==> config.mk <==
export PLATFORM = sky130hd
export DESIGN_NAME = lmbh_ctrl
export DESIGN_NICKNAME = d
export VERILOG_FILES = /design/src/lmbh_pkg.sv /design/src/lmbh_obs_if.sv /design/src/lmbh_ctrl.sv /design/src/lmbh_pin_sync.sv
export SDC_FILE = /design/constraint.sdc
export NUM_CORES = 1
export LEC_CHECK = 0
export BUFFER_PORTS_ARGS = -buffer_cell sky130_fd_sc_hd__buf_2
export CAP_MARGIN = 30
export CORE_MARGIN = 2
export CORE_UTILIZATION = 64
export CTS_CLUSTER_DIAMETER = 120
export CTS_CLUSTER_SIZE = 12
export DETAILED_ROUTE_END_ITERATION = 6
export GPL_TIMING_DRIVEN = 0
export PLACE_DENSITY_LB_ADDON = 0.1
export SLEW_MARGIN = 20
export SYNTH_ARGS = -nofsm -noshare
export SYNTH_HDL_FRONTEND = slang
export SYNTH_SLANG_ARGS = --single-unit
==> constraint.sdc <==
create_clock -name pclk -period 5.24 [get_ports pclk]
set_clock_uncertainty 0.15 [all_clocks]
set_input_delay 0 -clock pclk [delete_from_list [all_inputs] [get_ports pclk]]
set_output_delay 0 -clock pclk [all_outputs]
set_load 0.01 [all_outputs]
==> src/lmbh_pkg.sv <==
package lmbh_pkg;
	// register byte offsets
	localparam logic [7:0] OFS_CTRL = 8'h00;
	localparam logic [7:0] OFS_CFG0 = 8'h04;
	localparam logic [7:0] OFS_CFG1 = 8'h08;
	localparam logic [7:0] OFS_BOUND = 8'h0C;
	localparam logic [7:0] OFS_STAT = 8'h10;
	localparam logic [7:0] OFS_ROWADDR = 8'h14;
	localparam logic [7:0] OFS_COUNT = 8'h18;
	// control fields
	localparam int CTRL_RUN = 0;
	localparam int CTRL_ENDIAN = 1;
	localparam int CTRL_START = 2;
	localparam int CTRL_USER_TIMING_SEL = 3;
	localparam int CTRL_BUSREQ = 4;
	localparam int CTRL_UNHALT = 5;
	localparam int CTRL_RETRY = 6;
	localparam int CTRL_FAULT = 7;
	localparam int CTRL_W = 8;
	localparam logic [7:0] CTRL_RST = 8'h00;
	// per-region cycle configuration fields (lsb positions)
	localparam int CFG_SHIFT_LSB = 0;
	localparam int CFG_WIDTH_LSB = 4;
	localparam int CFG_TIMING_LSB = 8;
	localparam int CFG_PAGE_LSB = 12;
	localparam int CFG_WAIT_LSB = 16;
	localparam logic [31:0] CFG_RST = 32'h0000_0000;
	localparam logic [31:0] BOUND_RST = 32'hFFFF_FFFF;
	// status fields
	localparam int ST_GRANTED = 0;
	localparam int ST_STATE_LSB = 1;
	localparam int ST_REQ_LSB = 3;
	localparam int ST_XEN = 5;
	localparam int ST_XDIR = 6;
	localparam int ST_ROW_LSB = 8;
	localparam int ST_COL_LSB = 16;
	localparam int ST_RETRY = 24;
	localparam int ST_FAULT = 25;
	localparam int ST_INRESET = 26;
	// timing
	localparam int CLK_PERIOD_NS = 10;
	localparam int RESET_TIME_NS = 100;
	localparam int RESET_CYCLES = (RESET_TIME_NS + CLK_PERIOD_NS - 1) / CLK_PERIOD_NS;
	localparam int STRAP_HOLD_NS = 20;
	localparam int STRAP_CYCLES = (STRAP_HOLD_NS + CLK_PERIOD_NS - 1) / CLK_PERIOD_NS;
	localparam int UNHALT_NS = 40;
	localparam int UNHALT_CYCLES = (UNHALT_NS + CLK_PERIOD_NS - 1) / CLK_PERIOD_NS;
	localparam int REPLY_NS = 20;
	localparam int REPLY_CYCLES = (REPLY_NS + CLK_PERIOD_NS - 1) / CLK_PERIOD_NS;
	localparam int TMR_W = 8;
	// bus handover states
	typedef enum logic [1:0] {
		BUS_IDLE = 2'b00,
		BUS_REQ = 2'b01,
		BUS_OWN = 2'b11,
		BUS_REL = 2'b10
	} lmbh_bus_t;
endpackage : lmbh_pkg

==> src/lmbh_obs_if.sv <==
`timescale 1ns/1ps
interface lmbh_obs_if;
	logic row_fall;
	logic col_fall;
	logic [31:0] addr;
	logic [5:0] status;
	logic [1:0] req_code;
	logic grant_n;
	logic xcvr_en_n;
	logic xcvr_dir;
	modport src (output row_fall, col_fall, addr, status, req_code, grant_n, xcvr_en_n, xcvr_dir);
	modport dst (input row_fall, col_fall, addr, status, req_code, grant_n, xcvr_en_n, xcvr_dir);
endinterface : lmbh_obs_if

==> src/lmbh_ctrl.sv <==
`timescale 1ns/1ps
// Functional notes
// - we supply a three-bit column shift select; device shifts column by it
// - we report addressed bus width; device sizes transfers dynamically below 64 bits
// - we supply a three-bit cycle timing select for the current access
// - we pull fault low to flag a fault on the current row access
// - we give four-bit page size so device knows when to start rows
// - we hold ready low to insert wait states until the cycle may end
// - we drive retry low when memory is busy; device reschedules the cycle
// - during reset the user timing pin carries the byte order strap
// - request low to own, high to return; grant rises once request inactive
// - request level at reset release: low runs master CPU, high halts it
module lmbh_ctrl import lmbh_pkg::*; #(
	parameter int RESET_CNT = RESET_CYCLES
) (
	// clock and reset
	input wire logic pclk,
	input wire logic presetn,
	// apb slave
	input wire logic psel,
	input wire logic penable,
	input wire logic pwrite,
	input wire logic [7:0] paddr,
	input wire logic [31:0] pwdata,
	output logic [31:0] prdata,
	output logic pready,
	output logic pslverr,
	// per-cycle selects to the device
	output logic [2:0] col_shift_sel,
	output logic [1:0] bus_width_sel,
	output logic [2:0] cycle_timing_sel,
	output logic [3:0] page_size_sel,
	output logic user_timing_sel,
	// cycle replies to the device
	output logic ready,
	output logic retry_n,
	output logic fault_n,
	// device control
	output logic dev_reset_n,
	output logic host_bus_request_n,
	output logic edge_irq_level3,
	output logic host_drive_en_n,
	// device outputs, asynchronous to pclk
	input wire logic row_latch_n,
	input wire logic [7:0] col_strobe_mask,
	input wire logic [5:0] cycle_status,
	input wire logic [1:0] pending_req_code,
	input wire logic host_grant_n,
	input wire logic [31:0] mem_addr,
	input wire logic xcvr_enable_n,
	input wire logic xcvr_direction
);
	lmbh_obs_if obs ();

	logic [CTRL_W-1:0] ctrl_ff;
	logic [31:0] cfg0_ff;
	logic [31:0] cfg1_ff;
	logic [31:0] bound_ff;
	logic [31:0] rowaddr_ff;
	logic [31:0] count_ff;
	logic [5:0] row_stat_ff;
	logic [5:0] col_stat_ff;
	logic region_ff;
	logic [TMR_W-1:0] wait_ff;
	logic [TMR_W-1:0] retry_tmr_ff;
	logic [TMR_W-1:0] fault_tmr_ff;
	logic [TMR_W-1:0] unhalt_ff;
	logic [TMR_W-1:0] strap_ff;
	logic [15:0] rst_cnt_ff;
	logic retry_arm_ff;
	logic fault_arm_ff;
	lmbh_bus_t bus_ff;
	lmbh_bus_t nxt_bus;
	logic [31:0] cfg_sel;
	logic [31:0] rd_data;
	logic rd_ok;
	logic wr_en;
	logic rd_take;
	logic strap_phase;
	logic in_reset;

	lmbh_pin_sync u_sync (
		.pclk(pclk),
		.presetn(presetn),
		.row_latch_n(row_latch_n),
		.col_strobe_mask(col_strobe_mask),
		.cycle_status(cycle_status),
		.pending_req_code(pending_req_code),
		.host_grant_n(host_grant_n),
		.mem_addr(mem_addr),
		.xcvr_enable_n(xcvr_enable_n),
		.xcvr_direction(xcvr_direction),
		.obs(obs)
	);

	function automatic logic [TMR_W-1:0] wait_of(input logic [31:0] cfg);
		wait_of = cfg[CFG_WAIT_LSB +: TMR_W];
	endfunction : wait_of
	function automatic logic [TMR_W-1:0] tick_down(input logic [TMR_W-1:0] t);
		tick_down = (t == '0) ? '0 : t - 1'b1;
	endfunction : tick_down

	// apb: one wait state, so pready and prdata can both come from flip-flops
	assign wr_en = psel & penable & pready & pwrite;
	assign rd_take = psel & penable & ~pready;
	assign in_reset = ~dev_reset_n;
	assign strap_phase = in_reset | (strap_ff != '0);
	assign cfg_sel = region_ff ? cfg1_ff : cfg0_ff;

	always_comb begin
		rd_ok = 1'b1;
		rd_data = 32'h0000_0000;
		case (paddr)
			OFS_CTRL: rd_data[CTRL_W-1:0] = ctrl_ff & ~(8'h01 << CTRL_UNHALT);
			OFS_CFG0: rd_data = cfg0_ff;
			OFS_CFG1: rd_data = cfg1_ff;
			OFS_BOUND: rd_data = bound_ff;
			OFS_STAT: begin
				rd_data[ST_GRANTED] = (bus_ff == BUS_OWN);
				rd_data[ST_STATE_LSB +: 2] = bus_ff;
				rd_data[ST_REQ_LSB +: 2] = obs.req_code;
				rd_data[ST_XEN] = obs.xcvr_en_n;
				rd_data[ST_XDIR] = obs.xcvr_dir;
				rd_data[ST_ROW_LSB +: 6] = row_stat_ff;
				rd_data[ST_COL_LSB +: 6] = col_stat_ff;
				rd_data[ST_RETRY] = retry_arm_ff;
				rd_data[ST_FAULT] = fault_arm_ff;
				rd_data[ST_INRESET] = in_reset;
			end
			OFS_ROWADDR: rd_data = rowaddr_ff;
			OFS_COUNT: rd_data = count_ff;
			default: rd_ok = 1'b0;
		endcase
	end

	always_ff @(posedge pclk or negedge presetn) begin
		if (!presetn) begin
			pready <= 1'b0;
			prdata <= 32'h0000_0000;
			pslverr <= 1'b0;
		end else begin
			pready <= rd_take;
			if (rd_take) begin
				prdata <= pwrite ? 32'h0000_0000 : rd_data;
				pslverr <= ~rd_ok;
			end else begin
				pslverr <= 1'b0;
			end
		end
	end

	// control register; unhalt is write-one and self-clears after starting the pulse
	always_ff @(posedge pclk or negedge presetn) begin
		if (!presetn) begin
			ctrl_ff <= CTRL_RST;
		end else if (wr_en && paddr == OFS_CTRL) begin
			ctrl_ff <= pwdata[CTRL_W-1:0];
		end else begin
			ctrl_ff[CTRL_UNHALT] <= 1'b0;
		end
	end
	always_ff @(posedge pclk or negedge presetn) begin
		if (!presetn) begin
			cfg0_ff <= CFG_RST;
			cfg1_ff <= CFG_RST;
			bound_ff <= BOUND_RST;
		end else if (wr_en) begin
			if (paddr == OFS_CFG0) cfg0_ff <= pwdata;
			if (paddr == OFS_CFG1) cfg1_ff <= pwdata;
			if (paddr == OFS_BOUND) bound_ff <= pwdata;
		end
	end

	// device reset: held for a minimum time even if software toggles run quickly
	always_ff @(posedge pclk or negedge presetn) begin
		if (!presetn) begin
			rst_cnt_ff <= '0;
			dev_reset_n <= 1'b0;
		end else if (!ctrl_ff[CTRL_RUN]) begin
			rst_cnt_ff <= '0;
			dev_reset_n <= 1'b0;
		end else if (rst_cnt_ff < 16'(RESET_CNT)) begin
			rst_cnt_ff <= rst_cnt_ff + 16'h0001;
		end else begin
			dev_reset_n <= 1'b1;
		end
	end

	// straps stay put a little past the reset release so the device samples them cleanly
	always_ff @(posedge pclk or negedge presetn) begin
		if (!presetn) begin
			strap_ff <= '0;
		end else if (in_reset) begin
			strap_ff <= TMR_W'(STRAP_CYCLES);
		end else begin
			strap_ff <= tick_down(strap_ff);
		end
	end
	always_ff @(posedge pclk or negedge presetn) begin
		if (!presetn) begin
			user_timing_sel <= 1'b0;
		end else if (strap_phase) begin
			user_timing_sel <= ctrl_ff[CTRL_ENDIAN];
		end else begin
			user_timing_sel <= ctrl_ff[CTRL_USER_TIMING_SEL];
		end
	end

	// bus handover
	always_comb begin
		nxt_bus = bus_ff;
		case (bus_ff)
			BUS_IDLE: if (ctrl_ff[CTRL_BUSREQ] && !strap_phase) nxt_bus = BUS_REQ;
			BUS_REQ: begin
				if (!ctrl_ff[CTRL_BUSREQ] || strap_phase) nxt_bus = BUS_REL;
				else if (!obs.grant_n) nxt_bus = BUS_OWN;
			end
			BUS_OWN: if (!ctrl_ff[CTRL_BUSREQ] || strap_phase) nxt_bus = BUS_REL;
			BUS_REL: if (obs.grant_n && host_bus_request_n) nxt_bus = BUS_IDLE;
			default: nxt_bus = BUS_IDLE;
		endcase
	end
	always_ff @(posedge pclk or negedge presetn) begin
		if (!presetn) begin
			bus_ff <= BUS_IDLE;
		end else begin
			bus_ff <= nxt_bus;
		end
	end

	// drive enable falls only once grant is seen; request rises a cycle after release
	always_ff @(posedge pclk or negedge presetn) begin
		if (!presetn) begin
			host_drive_en_n <= 1'b1;
		end else begin
			host_drive_en_n <= ~(nxt_bus == BUS_OWN);
		end
	end

	always_ff @(posedge pclk or negedge presetn) begin
		if (!presetn) begin
			host_bus_request_n <= 1'b1;
		end else if (strap_phase && bus_ff != BUS_OWN) begin
			host_bus_request_n <= ~ctrl_ff[CTRL_START];
		end else if (bus_ff == BUS_REQ || bus_ff == BUS_OWN) begin
			host_bus_request_n <= 1'b0;
		end else if (bus_ff == BUS_REL) begin
			host_bus_request_n <= ~host_drive_en_n ? 1'b0 : 1'b1;
		end else begin
			host_bus_request_n <= 1'b1;
		end
	end

	// unhalt pulse: one clean rising edge, level held so the device cannot miss it
	always_ff @(posedge pclk or negedge presetn) begin
		if (!presetn) begin
			unhalt_ff <= '0;
			edge_irq_level3 <= 1'b0;
		end else begin
			if (ctrl_ff[CTRL_UNHALT] && !in_reset) begin
				unhalt_ff <= TMR_W'(UNHALT_CYCLES);
			end else begin
				unhalt_ff <= tick_down(unhalt_ff);
			end
			edge_irq_level3 <= (unhalt_ff != '0);
		end
	end

	// row time: capture address, cycle type and pick the decode region
	always_ff @(posedge pclk or negedge presetn) begin
		if (!presetn) begin
			rowaddr_ff <= 32'h0000_0000;
			row_stat_ff <= 6'h00;
			region_ff <= 1'b0;
			count_ff <= 32'h0000_0000;
		end else if (obs.row_fall) begin
			rowaddr_ff <= obs.addr;
			row_stat_ff <= obs.status;
			region_ff <= (obs.addr >= bound_ff);
			count_ff <= count_ff + 32'h0000_0001;
		end
	end
	always_ff @(posedge pclk or negedge presetn) begin
		if (!presetn) begin
			col_stat_ff <= 6'h00;
		end else if (obs.col_fall) begin
			col_stat_ff <= obs.status;
		end
	end

	// per-cycle selects follow the region of the cycle in progress
	always_ff @(posedge pclk or negedge presetn) begin
		if (!presetn) begin
			col_shift_sel <= 3'h0;
			bus_width_sel <= 2'h0;
			cycle_timing_sel <= 3'h0;
			page_size_sel <= 4'h0;
		end else begin
			col_shift_sel <= cfg_sel[CFG_SHIFT_LSB +: 3];
			bus_width_sel <= cfg_sel[CFG_WIDTH_LSB +: 2];
			cycle_timing_sel <= cfg_sel[CFG_TIMING_LSB +: 3];
			page_size_sel <= cfg_sel[CFG_PAGE_LSB +: 4];
		end
	end

	// wait states counted from the row latch edge; sync latency makes the count a minimum
	always_ff @(posedge pclk or negedge presetn) begin
		if (!presetn) begin
			wait_ff <= '0;
			ready <= 1'b1;
		end else begin
			if (obs.row_fall) begin
				wait_ff <= wait_of(obs.addr >= bound_ff ? cfg1_ff : cfg0_ff);
			end else begin
				wait_ff <= tick_down(wait_ff);
			end
			ready <= ~(obs.row_fall && wait_of(obs.addr >= bound_ff ? cfg1_ff : cfg0_ff) != '0)
				& (wait_ff <= TMR_W'(1));
		end
	end

	// one-shot retry and fault; a software arm in the same cycle as use wins
	always_ff @(posedge pclk or negedge presetn) begin
		if (!presetn) begin
			retry_arm_ff <= 1'b0;
			fault_arm_ff <= 1'b0;
		end else begin
			if (wr_en && paddr == OFS_CTRL && pwdata[CTRL_RETRY]) retry_arm_ff <= 1'b1;
			else if (obs.row_fall) retry_arm_ff <= 1'b0;
			if (wr_en && paddr == OFS_CTRL && pwdata[CTRL_FAULT]) fault_arm_ff <= 1'b1;
			else if (obs.row_fall) fault_arm_ff <= 1'b0;
		end
	end

	always_ff @(posedge pclk or negedge presetn) begin
		if (!presetn) begin
			retry_tmr_ff <= '0;
			retry_n <= 1'b1;
		end else begin
			if (obs.row_fall && retry_arm_ff) retry_tmr_ff <= TMR_W'(REPLY_CYCLES);
			else retry_tmr_ff <= tick_down(retry_tmr_ff);
			retry_n <= (retry_tmr_ff == '0);
		end
	end
	always_ff @(posedge pclk or negedge presetn) begin
		if (!presetn) begin
			fault_tmr_ff <= '0;
			fault_n <= 1'b1;
		end else begin
			if (obs.row_fall && fault_arm_ff) fault_tmr_ff <= TMR_W'(REPLY_CYCLES);
			else fault_tmr_ff <= tick_down(fault_tmr_ff);
			fault_n <= (fault_tmr_ff == '0);
		end
	end
endmodule : lmbh_ctrl

==> src/lmbh_pin_sync.sv <==
`timescale 1ns/1ps
module lmbh_pin_sync (
	// clock and reset
	input wire logic pclk,
	input wire logic presetn,
	// raw device outputs
	input wire logic row_latch_n,
	input wire logic [7:0] col_strobe_mask,
	input wire logic [5:0] cycle_status,
	input wire logic [1:0] pending_req_code,
	input wire logic host_grant_n,
	input wire logic [31:0] mem_addr,
	input wire logic xcvr_enable_n,
	input wire logic xcvr_direction,
	// synchronised view
	lmbh_obs_if.src obs
);
	localparam int W = 52;
	logic [W-1:0] raw;
	logic [W-1:0] s1_ff;
	logic [W-1:0] s2_ff;
	logic [W-1:0] s3_ff;

	assign raw = {xcvr_direction, xcvr_enable_n, mem_addr, host_grant_n, pending_req_code,
		cycle_status, col_strobe_mask, row_latch_n};

	// strobes idle high, so reset to the inactive level to avoid a false edge
	always_ff @(posedge pclk or negedge presetn) begin
		if (!presetn) begin
			s1_ff <= {W{1'b1}};
			s2_ff <= {W{1'b1}};
			s3_ff <= {W{1'b1}};
		end else begin
			s1_ff <= raw;
			s2_ff <= s1_ff;
			s3_ff <= s2_ff;
		end
	end

	// the address bus is not sampled coherently; it is only used at a row latch edge,
	// by which time it has been stable for the whole synchroniser depth
	assign obs.row_fall = s3_ff[0] & ~s2_ff[0];
	assign obs.col_fall = (&s3_ff[8:1]) & ~(&s2_ff[8:1]);
	assign obs.status = s2_ff[14:9];
	assign obs.req_code = s2_ff[16:15];
	assign obs.grant_n = s2_ff[17];
	assign obs.addr = s2_ff[49:18];
	assign obs.xcvr_en_n = s2_ff[50];
	assign obs.xcvr_dir = s2_ff[51];
endmodule : lmbh_pin_sync

==> impl_metrics.yaml <==
outcome:
  status: "finished, violations left"
  violations: "DRC"
power:
  static-leakage-power_uw: 0.00991
  power_uw: 6860
  peakVddDrop_mv: 0.414
  p_per_area_nw_per_um2: 333
sta:
  rsz0062_at_grt: "false"
  fmax_mhz: 272
  period_needed_ps: 3680
  layout_setup_ws_ps: 1560
  setup_viol: 0
  relSlewSlack_pct: 36.5
  tightest_slew_ps: 953
  drv_slew: 0
  hold_violations: 0
  finalCritPeriodShare_pct: 70.2
die:
  ioPinCount: 151
  start_util_pct: 64.7
  rows: 59
  die_w_um: 166
  die_h_um: 166
  design.core.area_um2: 25800
  die_area_um2: 27400
clocking:
  htreeDepth: 2
  clockBufferDepth: 3
  cts-root-buf: "clkbuf_16"
  cts_tree: "done"
  numCtsBuffers: 39
  insertion_delay_ps: 540
  clk_pin_slew_worst_paths_ps: 70
  cts.sinks: 408
  post_cts_buffers: 0
finish:
  fin_util_pct: 79.6
  syn_to_final_growth_pct: 23.1
  nets: 1863
  drive_gt1_share_pct: 26.7
placed_design:
  place.gp.congestion: 0.920
  dpl_worst_slack_ps: 1780
  dp_hpwl_um: 28600
  io_buffers: 149
synthesis:
  yosysUniqueCellTypes: 57
  synthCells: 1382
  synth_nets: 1524
  ys.flop_type: "dfrtp_1"
  syn-cell-area_um2: 16700
  synth_seq_cells: 408
  ys_seq_area_share_pct: 62.2
  yosys_warnings: 0
  synth-async-reset-ratio_pct: 100
  synth-edff-count: 0
  syn_avg_cell_area_um2: 12.1
worst_setup_path:
  critPathMaxStageDelay_ps: 730
  worst_setup_path_start_kind: "register"
  crit_arrival_ps: 4000
  cp_slowest_cell: "a31oi_1"
  path_class: "reg2reg"
  required_ps: 5560
  cpLargestDelayFamily: "compound AO/OA/AOI/OAI gates"
  crit_path_end_kind: "register"
  crit_cells: 9
  worstPathMaxFanout: 10
  rr_worst_depth: 9
  cp_num_buf_inv: 2
  crit_chain: "inv_1 -> ha_1 -> nand4_1 -> nor3_1 -> o211ai_1 -> a31oi_1 -> clkbuf_1 -> o21ai_0 -> nand2_1"
route:
  drt.antenna.violating_nets: 0
  routed_wl_um: 45700
  drc: 3
  wl_per_cell_um: 21.9
  drtPass1Iterations: 7
  num_vias: 12500
  first_iter_violations: 1282
  viasPerCell: 5.97
run:
  drv_cap: 0
global_routing:
  grt_usage_pct: 34.4
  grt.overflow.total: 0
  grt_antenna_before_repair: 1
  grt_pass1_wl_um: 70600
  grt_pass1_vias: 12900
  grt_start_max_net_pins: 105
min_path:
  hold_path_class: "in2async"
layer usage:
layer,track usage (%),share of wire [%]
met3,5.89,7.0
met1,44.5,39
met2,57.9,50
met4,14.4,4.3
met5,0,0
path summary, 6_finish.rpt:
kind / slack [ps] / endpoint / from
max in group asynchronous: 4010 / u_sync.s1_ff[13] / presetn
min: 20 / bound_ff[3] / presetn
min in group pclk: 60 / pslverr / paddr[4]
max reg2reg: 1560 / region_ff / bound_ff[27]
max: 1560 / region_ff / bound_ff[27]
min reg2reg: 200 / u_sync.s2_ff[27] / u_sync.s1_ff[27]
where the power goes:
part           switching [uW]  internal (uW)  leakage, uW
Sequential                171           3400      0.00505
Clock                    1180           1410     0.000528
Combinational             369            332      0.00433
Total                    1720           5140      0.00991
kinds of logic after synthesis:
family                     after synthesis  share of synthesized area [%]
DFF                                    408                           62.2
adders and majority gates               45                           3.37
and+or+nand+nor                        447                           12.6
AOI/OAI and AO/OA                      198                           8.48
xor gates and xnor gates                63                           3.30
muxes                                  105                           6.98
buffers and inverters                  116                           3.00
layout by cell type, fill, tap and decap left out, types with 39 or more instances in the layout:
cell	n
dfrtp_1	258
nand2_1	234
buf_2	166
dfstp_2	150
dlygate4sd3_1	142
mux2_2	84
nor2_1	58
inv_1	57
clkbuf_1	57
xnor2_1	45
ha_1	45
o21ai_0	43
a22oi_1	40
clkbuf_16	39
sequential cells by signal (all words and copies together), names as in the netlist, 9 cells and up:
register	count
u_sync.s2_ff	52
count_ff	32
u_sync.s3_ff	9
rowaddr_ff	32
cfg0_ff	32
u_sync.s1_ff	52
bound_ff	32
prdata	32
cfg1_ff	32
rst_cnt_ff	16
cell usage after synthesis, types with 5 or more instances:
library cell / instances / area share [%]
clkbuf_1: 28 / 0.63
a221o_1: 5 / 0.30
xor2_1: 18 / 0.94
or3_1: 9 / 0.34
dfrtp_1: 258 / 39
nand2b_1: 5 / 0.19
nand3_1: 38 / 1.1
nor2b_1: 5 / 0.19
dfstp_2: 150 / 24
nor3_1: 14 / 0.42
a22oi_1: 40 / 1.8
ha_1: 45 / 3.4
a21oi_1: 16 / 0.48
and4_1: 5 / 0.26
o21ai_0: 43 / 1.3
nand3b_1: 5 / 0.22
o211ai_1: 28 / 1.3
buf_2: 17 / 0.51
or4_1: 5 / 0.22
mux2_2: 84 / 5.7
o21ai_1: 5 / 0.15
inv_1: 57 / 1.3
buf_1: 5 / 0.11
xnor2_1: 45 / 2.4
and2_1: 15 / 0.56
nand2_1: 234 / 5.3
and3_1: 5 / 0.19
nor4b_1: 6 / 0.31
nor4_1: 12 / 0.45
a222oi_1: 12 / 0.72
mux2_1: 8 / 0.54
nor2_1: 58 / 1.3
mux2i_1: 13 / 0.78
a22o_1: 32 / 1.7
nand4_1: 18 / 0.67
layout make-up:
cell class	count	area [um2]
antenna	1	2.50
buffer	59	287
clock buffer	68	1080
clock inverter	3	26.3
fill	1549	5270
inverter	57	214
multi-input combinational	858	5810
sequential	408	10400
tap	335	419
timing repair buffer	298	2330
timing repair:
action | in CTS | in global routing
hold buffers | 143 | 0
resized for setup | 0 | 0
hold endpoints to repair | 410 | 0
through the flow:
step	hold slack, ps	setup TNS, ps	cells	instance area, um2
after detailed placement	-143	0	1871	18000
after global routing	57.7	0	2087	20600
after CTS	19.8	0	2085	20600
final	21.7	0	2087	20600
after floorplan	-446	0	1382	16700
after global placement	-45.6	-1065100	1866	17900
Power figures use the tool's default switching activity.
